==> src/verilog/bdc_cfg.svh <==
// offsets, field values, reset values and timing constants of the dosing controller
//
// Summary of operation
// - enabled: drive pin push-pull, control pin input
// - pin configuration writes refused while enabled
// - disabling clears both pins, frees configuration
// - softkey acts after 2 s hold, then release
// - stopped: 0.5-4 s high pulse starts
// - running: 0.5-4 s high pulse stops
// - stopped: pulse over 5 s resets quantity
// - start drives output high, counts down on flow
// - stop freezes counter, start resumes from it
// - reset only when stopped or finished, reloads preset
// - preset in tenths, at most 9999.9
// - unit selects one of seven volume units
// - correction +-999.99, counter halts at negated correction
// - preset plus correction not positive: warn, fix
// - running with no flow for timeout: flag
// - timeout settable from 0.5 s to 10 s
`ifndef BDC_CFG_SVH
`define BDC_CFG_SVH

// clock and slow tick
`define BDC_CLK_MHZ        100
`define BDC_TICK_US        1000

// apb byte addresses
`define BDC_ADDR_CTRL      8'h00
`define BDC_ADDR_PINCFG    8'h04
`define BDC_ADDR_PRESET    8'h08
`define BDC_ADDR_UNIT      8'h0c
`define BDC_ADDR_CORR      8'h10
`define BDC_ADDR_TMO       8'h14
`define BDC_ADDR_COUNT     8'h18
`define BDC_ADDR_STATUS    8'h1c
`define BDC_ADDR_IRQSTAT   8'h20
`define BDC_ADDR_IRQMASK   8'h24

// event bits of the interrupt status
`define BDC_EV_DONE        0
`define BDC_EV_TMO         1
`define BDC_EV_WARN        2

// value limits and reset values
`define BDC_PRESET_MAX     32'h0001869f
`define BDC_CORR_MAX       32'sh0001869f
`define BDC_CORR_MIN       -32'sh0001869f
`define BDC_UNIT_MAX       32'h00000006
`define BDC_UNIT_RST       3'h1
`define BDC_TMO_MIN        32'h00000005
`define BDC_TMO_MAX        32'h00000064
`define BDC_TMO_RST        7'h05

// timing in milliseconds
`define BDC_PULSE_MIN_MS   13'h01f4
`define BDC_PULSE_MAX_MS   13'h0fa0
`define BDC_PULSE_RST_MS   13'h1388
`define BDC_KEY_HOLD_MS    12'h7d0
`define BDC_TMO_STEP_MS    14'h0064

`endif

==> src/verilog/bdc_pkg.sv <==
// types of the dosing controller
package bdc_pkg;

   typedef enum logic [2:0] {
      BDC_STOP = 3'b001,
      BDC_RUN  = 3'b010,
      BDC_DONE = 3'b100
   } bdc_state_e;

   typedef struct packed {
      logic out;
      logic oe;
   } bdc_pin_s;

   typedef struct packed {
      logic [2:0]        ctrlSync;
      logic              ctrlLvl;
      logic [2:0]        flowSync;
      logic              flowLvl;
      logic [2:0][2:0]   keySync;
      logic [2:0]        keyLvl;
      logic [31:0]       divCnt;
      logic              msTick;
      logic [12:0]       ctrlMs;
      logic [11:0]       keyMs;
      logic [2:0]        keySeen;
      bdc_state_e        state;
      logic signed [21:0] count;
      logic [16:0]       preset;
      logic signed [21:0] corr;
      logic [2:0]        unit;
      logic [6:0]        tmo;
      logic [13:0]       flowMs;
      logic              tmoHit;
      logic              enable;
      logic [3:0]        pinCfg;
      logic [2:0]        irqStat;
      logic [2:0]        irqMask;
      logic              irq;
      logic [31:0]       prdata;
      logic              pready;
      logic              pslverr;
      bdc_pin_s          ctrlPin;
      bdc_pin_s          drvPin;
   } bdc_regs_s;

endpackage : bdc_pkg

==> src/verilog/bdc_dosing_ctrl.sv <==
// batch dosing controller with apb register access
//
// Implementation choices: the placing of the registers and register access over APB.
`timescale 1ns/1ps
`include "bdc_cfg.svh"

module bdc_dosing_ctrl #(
   parameter int TICK_CYCLES = `BDC_TICK_US * `BDC_CLK_MHZ
) (
   // clock and reset
   input  wire logic              sys_clk,
   input  wire logic              resetn,
   // apb slave
   input  wire logic [7:0]        paddr,
   input  wire logic              psel,
   input  wire logic              penable,
   input  wire logic              pwrite,
   input  wire logic [31:0]       pwdata,
   output      logic [31:0]       prdata,
   output      logic              pready,
   output      logic              pslverr,
   // pins
   input  wire logic              ctrlPinIn,
   output      bdc_pkg::bdc_pin_s ctrlPin,
   output      bdc_pkg::bdc_pin_s drivePin,
   input  wire logic              flowPulseIn,
   input  wire logic [2:0]        softkeyIn,
   // interrupt
   output      logic              irq
);

   if (TICK_CYCLES < 2) begin : gTickChk
      $error("TICK_CYCLES must be at least 2");
   end

   // =====================================================================
   // helpers
   function automatic logic signed [21:0] toCnt(input logic [16:0] p);
      toCnt = $signed(22'({5'h00, p} * 22'd10));
   endfunction : toCnt

   function automatic logic corrBad(input logic [16:0] p, input logic signed [21:0] c);
      corrBad = (toCnt(p) + c) <= 22'sd0;
   endfunction : corrBad

   function automatic logic signed [21:0] corrFix(input logic [16:0] p);
      corrFix = -(toCnt(p) - 22'sd10);
   endfunction : corrFix

   // =====================================================================
   // state
   bdc_pkg::bdc_regs_s s;
   bdc_pkg::bdc_regs_s next_s;

   logic               acc;
   logic [2:0]         ev;
   logic               doStart;
   logic               doStop;
   logic               doReset;
   logic signed [21:0] halt;
   logic signed [21:0] nextCnt;
   logic [13:0]        tmoLim;
   logic [31:0]        rdata;
   logic               err;

   always_comb begin
      next_s  = s;
      acc     = psel & penable & s.pready;
      ev      = 3'h0;
      doStart = 1'b0;
      doStop  = 1'b0;
      doReset = 1'b0;
      halt    = -s.corr;
      nextCnt = s.count;
      tmoLim  = 14'({7'h00, s.tmo} * `BDC_TMO_STEP_MS);
      rdata   = 32'h0;
      err     = 1'b0;

      // input synchronisers, level taken when stages two and three agree
      next_s.ctrlSync = {s.ctrlSync[1:0], ctrlPinIn};
      if (s.ctrlSync[1] == s.ctrlSync[2]) begin
         next_s.ctrlLvl = s.ctrlSync[2];
      end
      next_s.flowSync = {s.flowSync[1:0], flowPulseIn};
      if (s.flowSync[1] == s.flowSync[2]) begin
         next_s.flowLvl = s.flowSync[2];
      end
      for (int k = 0; k < 3; k++) begin
         next_s.keySync[k] = {s.keySync[k][1:0], softkeyIn[k]};
         if (s.keySync[k][1] == s.keySync[k][2]) begin
            next_s.keyLvl[k] = s.keySync[k][2];
         end
      end

      // millisecond tick
      next_s.msTick = 1'b0;
      if (s.divCnt == 32'(TICK_CYCLES - 1)) begin
         next_s.divCnt = 32'h0;
         next_s.msTick = 1'b1;
      end else begin
         next_s.divCnt = s.divCnt + 32'h1;
      end

      // control input pulse width, judged at the falling edge
      if (s.ctrlLvl && s.msTick && s.ctrlMs != 13'h1fff) begin
         next_s.ctrlMs = s.ctrlMs + 13'h1;
      end
      if (s.ctrlLvl && !next_s.ctrlLvl) begin
         next_s.ctrlMs = 13'h0;
         if (s.enable && s.ctrlMs > `BDC_PULSE_MIN_MS && s.ctrlMs < `BDC_PULSE_MAX_MS) begin
            doStart = (s.state == bdc_pkg::BDC_STOP);
            doStop  = (s.state == bdc_pkg::BDC_RUN);
         end else if (s.enable && s.ctrlMs > `BDC_PULSE_RST_MS) begin
            // long pulse resets, finished counts as stopped
            doReset = (s.state != bdc_pkg::BDC_RUN);
         end
      end

      // softkeys act on release after a long hold
      if (|s.keyLvl) begin
         next_s.keySeen = s.keySeen | s.keyLvl;
         if (s.msTick && s.keyMs != 12'hfff) begin
            next_s.keyMs = s.keyMs + 12'h1;
         end
      end else if (|s.keySeen) begin
         next_s.keySeen = 3'h0;
         next_s.keyMs   = 12'h0;
         if (s.enable && s.keyMs >= `BDC_KEY_HOLD_MS) begin
            doStart = doStart | s.keySeen[0];
            doStop  = doStop | s.keySeen[1];
            doReset = doReset | s.keySeen[2];
         end
      end

      // dosing sequence
      case (s.state)
         bdc_pkg::BDC_STOP: begin
            if (doReset) begin
               next_s.count = toCnt(s.preset);
            end else if (doStart && s.count > halt) begin
               next_s.state  = bdc_pkg::BDC_RUN;
               next_s.flowMs = 14'h0;
               next_s.tmoHit = 1'b0;
            end
         end
         bdc_pkg::BDC_RUN: begin
            if (doStop) begin
               next_s.state = bdc_pkg::BDC_STOP;
            end else begin
               if (s.flowLvl && !next_s.flowLvl) begin
                  nextCnt       = s.count - 22'sd1;
                  next_s.count  = nextCnt;
                  next_s.flowMs = 14'h0;
                  if (nextCnt <= halt) begin
                     next_s.state      = bdc_pkg::BDC_DONE;
                     ev[`BDC_EV_DONE] = 1'b1;
                  end
               end else if (s.msTick && s.flowMs != 14'h3fff) begin
                  next_s.flowMs = s.flowMs + 14'h1;
               end
            end
            // no flow for timeout, also when a stop lands then
            if (!s.tmoHit && s.flowMs >= tmoLim) begin
               next_s.tmoHit    = 1'b1;
               ev[`BDC_EV_TMO] = 1'b1;
            end
         end
         bdc_pkg::BDC_DONE: begin
            if (doReset) begin
               next_s.count = toCnt(s.preset);
               next_s.state = bdc_pkg::BDC_STOP;
            end
         end
         default: begin
            next_s.state = bdc_pkg::BDC_STOP;
         end
      endcase

      // register decode, checked in the first access cycle
      case (paddr)
         `BDC_ADDR_CTRL: begin
            rdata = {31'h0, s.enable};
         end
         `BDC_ADDR_PINCFG: begin
            rdata = {28'h0, s.pinCfg};
            err   = pwrite & s.enable;
         end
         `BDC_ADDR_PRESET: begin
            rdata = {15'h0, s.preset};
            err   = pwrite && (pwdata > `BDC_PRESET_MAX);
         end
         `BDC_ADDR_UNIT: begin
            rdata = {29'h0, s.unit};
            err   = pwrite && (pwdata > `BDC_UNIT_MAX);
         end
         `BDC_ADDR_CORR: begin
            rdata = {{10{s.corr[21]}}, s.corr};
            err   = pwrite && ($signed(pwdata) > `BDC_CORR_MAX
                               || $signed(pwdata) < `BDC_CORR_MIN);
         end
         `BDC_ADDR_TMO: begin
            rdata = {25'h0, s.tmo};
            err   = pwrite && (pwdata < `BDC_TMO_MIN || pwdata > `BDC_TMO_MAX);
         end
         `BDC_ADDR_COUNT: begin
            rdata = {{10{s.count[21]}}, s.count};
            err   = pwrite;
         end
         `BDC_ADDR_STATUS: begin
            rdata = {28'h0, s.tmoHit, s.state};
            err   = pwrite;
         end
         `BDC_ADDR_IRQSTAT: begin
            rdata = {29'h0, s.irqStat};
            err   = pwrite;
         end
         `BDC_ADDR_IRQMASK: begin
            rdata = {29'h0, s.irqMask};
         end
         default: begin
            err = 1'b1;
         end
      endcase

      next_s.pready  = psel & penable & ~s.pready;
      next_s.pslverr = next_s.pready & err;
      if (next_s.pready) begin
         next_s.prdata = err ? 32'h0 : rdata;
      end

      // writes take effect at the edge that completes the access
      if (acc && pwrite && !s.pslverr) begin
         case (paddr)
            `BDC_ADDR_CTRL: begin
               next_s.enable = pwdata[0];
               if (!pwdata[0]) begin
                  next_s.pinCfg = 4'h0;
                  next_s.state  = bdc_pkg::BDC_STOP;
               end else if (!s.enable) begin
                  next_s.state = bdc_pkg::BDC_STOP;
                  next_s.count = toCnt(s.preset);
               end
            end
            `BDC_ADDR_PINCFG: begin
               next_s.pinCfg = pwdata[3:0];
            end
            `BDC_ADDR_PRESET: begin
               next_s.preset = pwdata[16:0];
               if (corrBad(pwdata[16:0], s.corr)) begin
                  next_s.corr       = corrFix(pwdata[16:0]);
                  ev[`BDC_EV_WARN] = 1'b1;
               end
            end
            `BDC_ADDR_UNIT: begin
               next_s.unit = pwdata[2:0];
            end
            `BDC_ADDR_CORR: begin
               next_s.corr = pwdata[21:0];
               if (corrBad(s.preset, $signed(pwdata[21:0]))) begin
                  next_s.corr       = corrFix(s.preset);
                  ev[`BDC_EV_WARN] = 1'b1;
               end
            end
            `BDC_ADDR_TMO: begin
               next_s.tmo = pwdata[6:0];
            end
            `BDC_ADDR_IRQMASK: begin
               next_s.irqMask = pwdata[2:0];
            end
            default: begin
               next_s.irqMask = s.irqMask;
            end
         endcase
      end

      // sticky events: a read clears only the bits it returned, later events survive
      if (acc && !pwrite && paddr == `BDC_ADDR_IRQSTAT) begin
         next_s.irqStat = s.irqStat & ~s.prdata[2:0];
      end
      next_s.irqStat = next_s.irqStat | ev;
      next_s.irq     = |(next_s.irqStat & next_s.irqMask);

      if (next_s.enable) begin
         // control pin becomes input, drive pin push-pull
         next_s.ctrlPin.oe  = 1'b0;
         next_s.ctrlPin.out = 1'b0;
         next_s.drvPin.oe   = 1'b1;
         next_s.drvPin.out  = (next_s.state == bdc_pkg::BDC_RUN);
      end else begin
         next_s.ctrlPin.oe  = next_s.pinCfg[0];
         next_s.ctrlPin.out = next_s.pinCfg[1];
         next_s.drvPin.oe   = next_s.pinCfg[2];
         next_s.drvPin.out  = next_s.pinCfg[3];
      end
   end

   always_ff @(posedge sys_clk or negedge resetn) begin
      if (!resetn) begin
         s         <= '0;
         s.state   <= bdc_pkg::BDC_STOP;
         s.unit    <= `BDC_UNIT_RST;
         s.tmo     <= `BDC_TMO_RST;
      end else begin
         s <= next_s;
      end
   end

   assign prdata   = s.prdata;
   assign pready   = s.pready;
   assign pslverr  = s.pslverr;
   assign ctrlPin  = s.ctrlPin;
   assign drivePin = s.drvPin;
   assign irq      = s.irq;
endmodule : bdc_dosing_ctrl

==> config.mk <==
export PLATFORM = sky130hd
export DESIGN_NAME = bdc_dosing_ctrl
export DESIGN_NICKNAME = d
export VERILOG_FILES = /design/src/verilog/bdc_pkg.sv /design/src/verilog/bdc_dosing_ctrl.sv
export VERILOG_INCLUDE_DIRS = /design/src /design/src/verilog
export SDC_FILE = /design/constraint.sdc
export NUM_CORES = 1
export LEC_CHECK = 0
export BUFFER_PORTS_ARGS = -buffer_cell sky130_fd_sc_hd__buf_2
export CAP_MARGIN = 15
export CORE_MARGIN = 4
export CORE_UTILIZATION = 40
export CTS_CLUSTER_DIAMETER = 120
export DETAILED_ROUTE_END_ITERATION = 12
export PLACE_DENSITY_LB_ADDON = 0.05
export SETUP_SLACK_MARGIN = 0.15
export SYNTH_ARGS = -nofsm -noshare
export SYNTH_HDL_FRONTEND = slang
export SYNTH_SLANG_ARGS = --single-unit
==> constraint.sdc <==
create_clock -name sys_clk -period 5.8 [get_ports sys_clk]
set_clock_uncertainty 0.15 [all_clocks]
set_input_delay 0.87 -clock sys_clk [delete_from_list [all_inputs] [get_ports sys_clk]]
set_output_delay 0.87 -clock sys_clk [all_outputs]
set_load 0.02 [all_outputs]
==> run metrics <==
grt total ovfl=0; Synth area leaders=dfrtp_1, ha_1, xnor2_1, nand2_1, nor2_1; min cycle time layout=~5500 ps; commonest non-fill, non-tap cell in the layout=buf_4; DRC=0; Cells after Synth=2125; critical path start-end classification=reg2reg; Die Y=around 220 um; layout cells sized above 1=23.4%; RR Startpoint=s[101]$_DFFE_PN0P_; Internal=around 3 mW; maximum operating frequency=approximately 180 MHz; Core Region=around 45000 um2; final period utilization=95.3%; Routability Congestion=0.919; drt wl/cell=21.1 um; vias in the first global route=around 17000; hold slack final=197 ps; post-route ant nets=0; status=finished clean; Ys Warns=0; largest area contributor in the netlist=dfrtp_1; Worst-Skew Late Latency=530 ps; Flop pwr share=between 30 and 40%; DR pass1 iterations=8; FP Rows=77; Layout Nets=around 2700; switch share=~30%; clock buffers created by TritonCTS=24; initial DRC count=roughly 1400; starting density of the core=~41%; Mapped Area=~18000 um2; initial antenna violation count=4; Worst R2R End=s[86]$_DFFE_PN0P_; Die ar.=between 40000 and 50000 um2; Worst-path clk slew=about 60 ps; maxcap violations=0; Final Power=around 4.2 mW; Clock Sinks=210; Slew Viols, Final=0; CP Launch Type=register; critical path arrival=roughly 5800 ps; VDD IR max=approximately 0.20 mV; largest net degree at the start of global routing=108; Worst slew margin=between 30% and 40%; DR vias=roughly 17000; crit-path max FO=7; Final Util=~50%; Synth Net Count=2374; vias per cell=between 5 and 6; Place WS=-412 ps; Layout area overhead=23.5%; setup TNS=0 ps; H-tree lvl count=1; CTS max path bufs=3; area share of the largest cell type after synthesis=between 20% and 30%; R2R depth=21; Crit. End Element=register; Synth async-reset ratio=100%; Hold Path Depth=0; HP Class=reg2reg; Synth Flop Type=dfrtp_1; Fin. Hold Viols=0; Req. time, crit path=a little over 6000 ps; Mean Syn Cell Area=~8.6 um2; CTS Hold Bufs=0; die span in x=approximately 220 um; Reg2Reg Setup Slack=roughly 270 ps; I/O Pins=slightly below 90; power per cell area=about 190 nW/um2; GRT Overall Usage=between 20% and 30%; WL final=approximately 64 mm; Leak=around 10 nW; Clk pwr share=38.5%; clock root buffer=clkbuf_16; most frequent cells in the layout=buf_4, dfrtp_1, nand2_1; # port buffers=88; RSZ-0062 raised after global routing=yes; HP Start=next_s[204]$_DFF_PN0_; CTS tree=yes; Final setup viols=0; Yosys cell types=between 80 and 90; number of synthesized flops with an enable pin=0; Post-DP HPWL=a little over 50 mm; ANT cells=0; Fillers=4316; flops & latches, synth=210; combinational fraction of design power=about 26%; first-pass GRT wire length=about 98 mm; P_sw=1.24 mW; Hold Crit Endpoint=next_s[205]$_DFF_PN0_; Slew @ Worst Pin=~1000 ps; Final WS setup=between 200 and 300 ps; sequential share of the synthesized area=between 20% and 30%
## final cells by class
cell class	instances	area [um2]	share of cell area [%]
timing repair buffer	372	2650	11.8
clock inverter	9	131	0.585
clock buffer	32	702	3.13
multi-input combinational	1705	12600	56.0
tap	592	741	3.30
inverter	101	382	1.70
sequential	210	5260	23.4
## stage by stage
stage | std cells | area, um2
2_1_floorplan | 2125 | 18300
3_3_place_gp | 2963 | 21000
3_5_place_dp | 2964 | 21000
4_1_cts | 3008 | 21900
5_1_grt | 3021 | 22500
6_report | 3021 | 22500
## how the worst max path moves through the flow
stage | from | end | cells past startpoint
final | s[101]$_DFFE_PN0P_ | s[86]$_DFFE_PN0P_ | 21
after global routing | s[98]$_DFFE_PN0P_ | s[81]$_DFFE_PN0P_ | 24
after CTS | s[98]$_DFFE_PN0P_ | s[81]$_DFFE_PN0P_ | 24
after detailed placement | pwdata[1] | s[94]$_DFFE_PN0P_ | 23
after global placement | pwdata[1] | s[93]$_DFFE_PN0P_ | 23
after floorplan | pwdata[1] | s[79]$_DFFE_PN0P_ | 21
## Yosys cell counts, types with 8 or more instances
cell	number
a211oi_1	20
o31ai_1	35
a22oi_1	18
a21oi_1	116
a222oi_1	18
or3_1	14
and2_1	13
xnor2_1	100
nand3_1	74
or4_1	10
inv_1	101
nor4_1	34
mux2i_1	35
buf_4	36
nor2b_1	23
clkbuf_1	62
o221ai_1	12
nand2b_1	18
a22o_1	15
o21a_1	13
a221oi_1	11
nand2_1	188
or2_2	12
o21ai_0	116
mux2_2	30
a21boi_0	8
dfrtp_1	206
ha_1	193
o211ai_1	16
nor2_1	166
nor3_1	70
a31oi_1	14
a21o_1	40
xor2_1	61
nand4_1	41
and3_1	25
o22ai_1	21
## layer usage
layer	global-route usage, %	wire, um	share of wire, %	vias up
li1	-	-	-	8388
met1	37.0	30700	48	8425
met2	36.6	26600	42	542
met3	5.74	4800	7.5	96
met4	6.95	1790	2.8	6
met5	0	43	0.067	-
## power groups by stage
stage	registers, mW	clock network (mW)	logic, mW
after global routing	1.50	1.71	1.18
after CTS	1.49	1.65	1.03
final	1.49	1.61	1.08
after detailed placement	1.52	0	1.02
after floorplan	1.52	0	0.544
after global placement	1.52	0	1.02
## critical path: stages (launching register included)
cell	delay [ps]
dfrtp_1	420
buf_4	160
ha_1	280
ha_1	350
o21ai_1	120
buf_4	150
or4b_2	600
nand4_1	220
ha_1	200
nand3_2	110
or3_1	380
a31o_2	260
a22oi_2	180
buf_4	170
mux2i_4	260
o2111ai_2	170
nor4_2	330
buf_4	210
nor2_4	80
buf_4	170
mux2i_2	150
a221oi_1	290
## timing repair
action	CTS	global route
endpoints found under the setup margin	25	38
resized for setup	20	86
pin swaps	11	37
cloned	1	0
setup buffers	2	13
## logic make-up (layout without fill, tap and decap cells)
logic type                 Yosys count  count (layout)  share of synthesized area, %
AOI/OAI and AO/OA                  537             537                          19.7
xor gates and xnor gates           161             161                          7.75
and+or+nand+nor                    737             738                          20.4
muxes                               65              65                          3.78
buffers and inverters              211             514                          5.20
adders and majority gates          204             204                          14.2
DFF                                210             210                          28.9
## state kept, by name, summed over array words and instances (netlist names)
name / flops
prdata: 22
ctrlPin: 2
irq: 1
pready: 1
drivePin: 2
pslverr: 1
next_s: 10
s: 171
(Power assumes the default switching activity.)
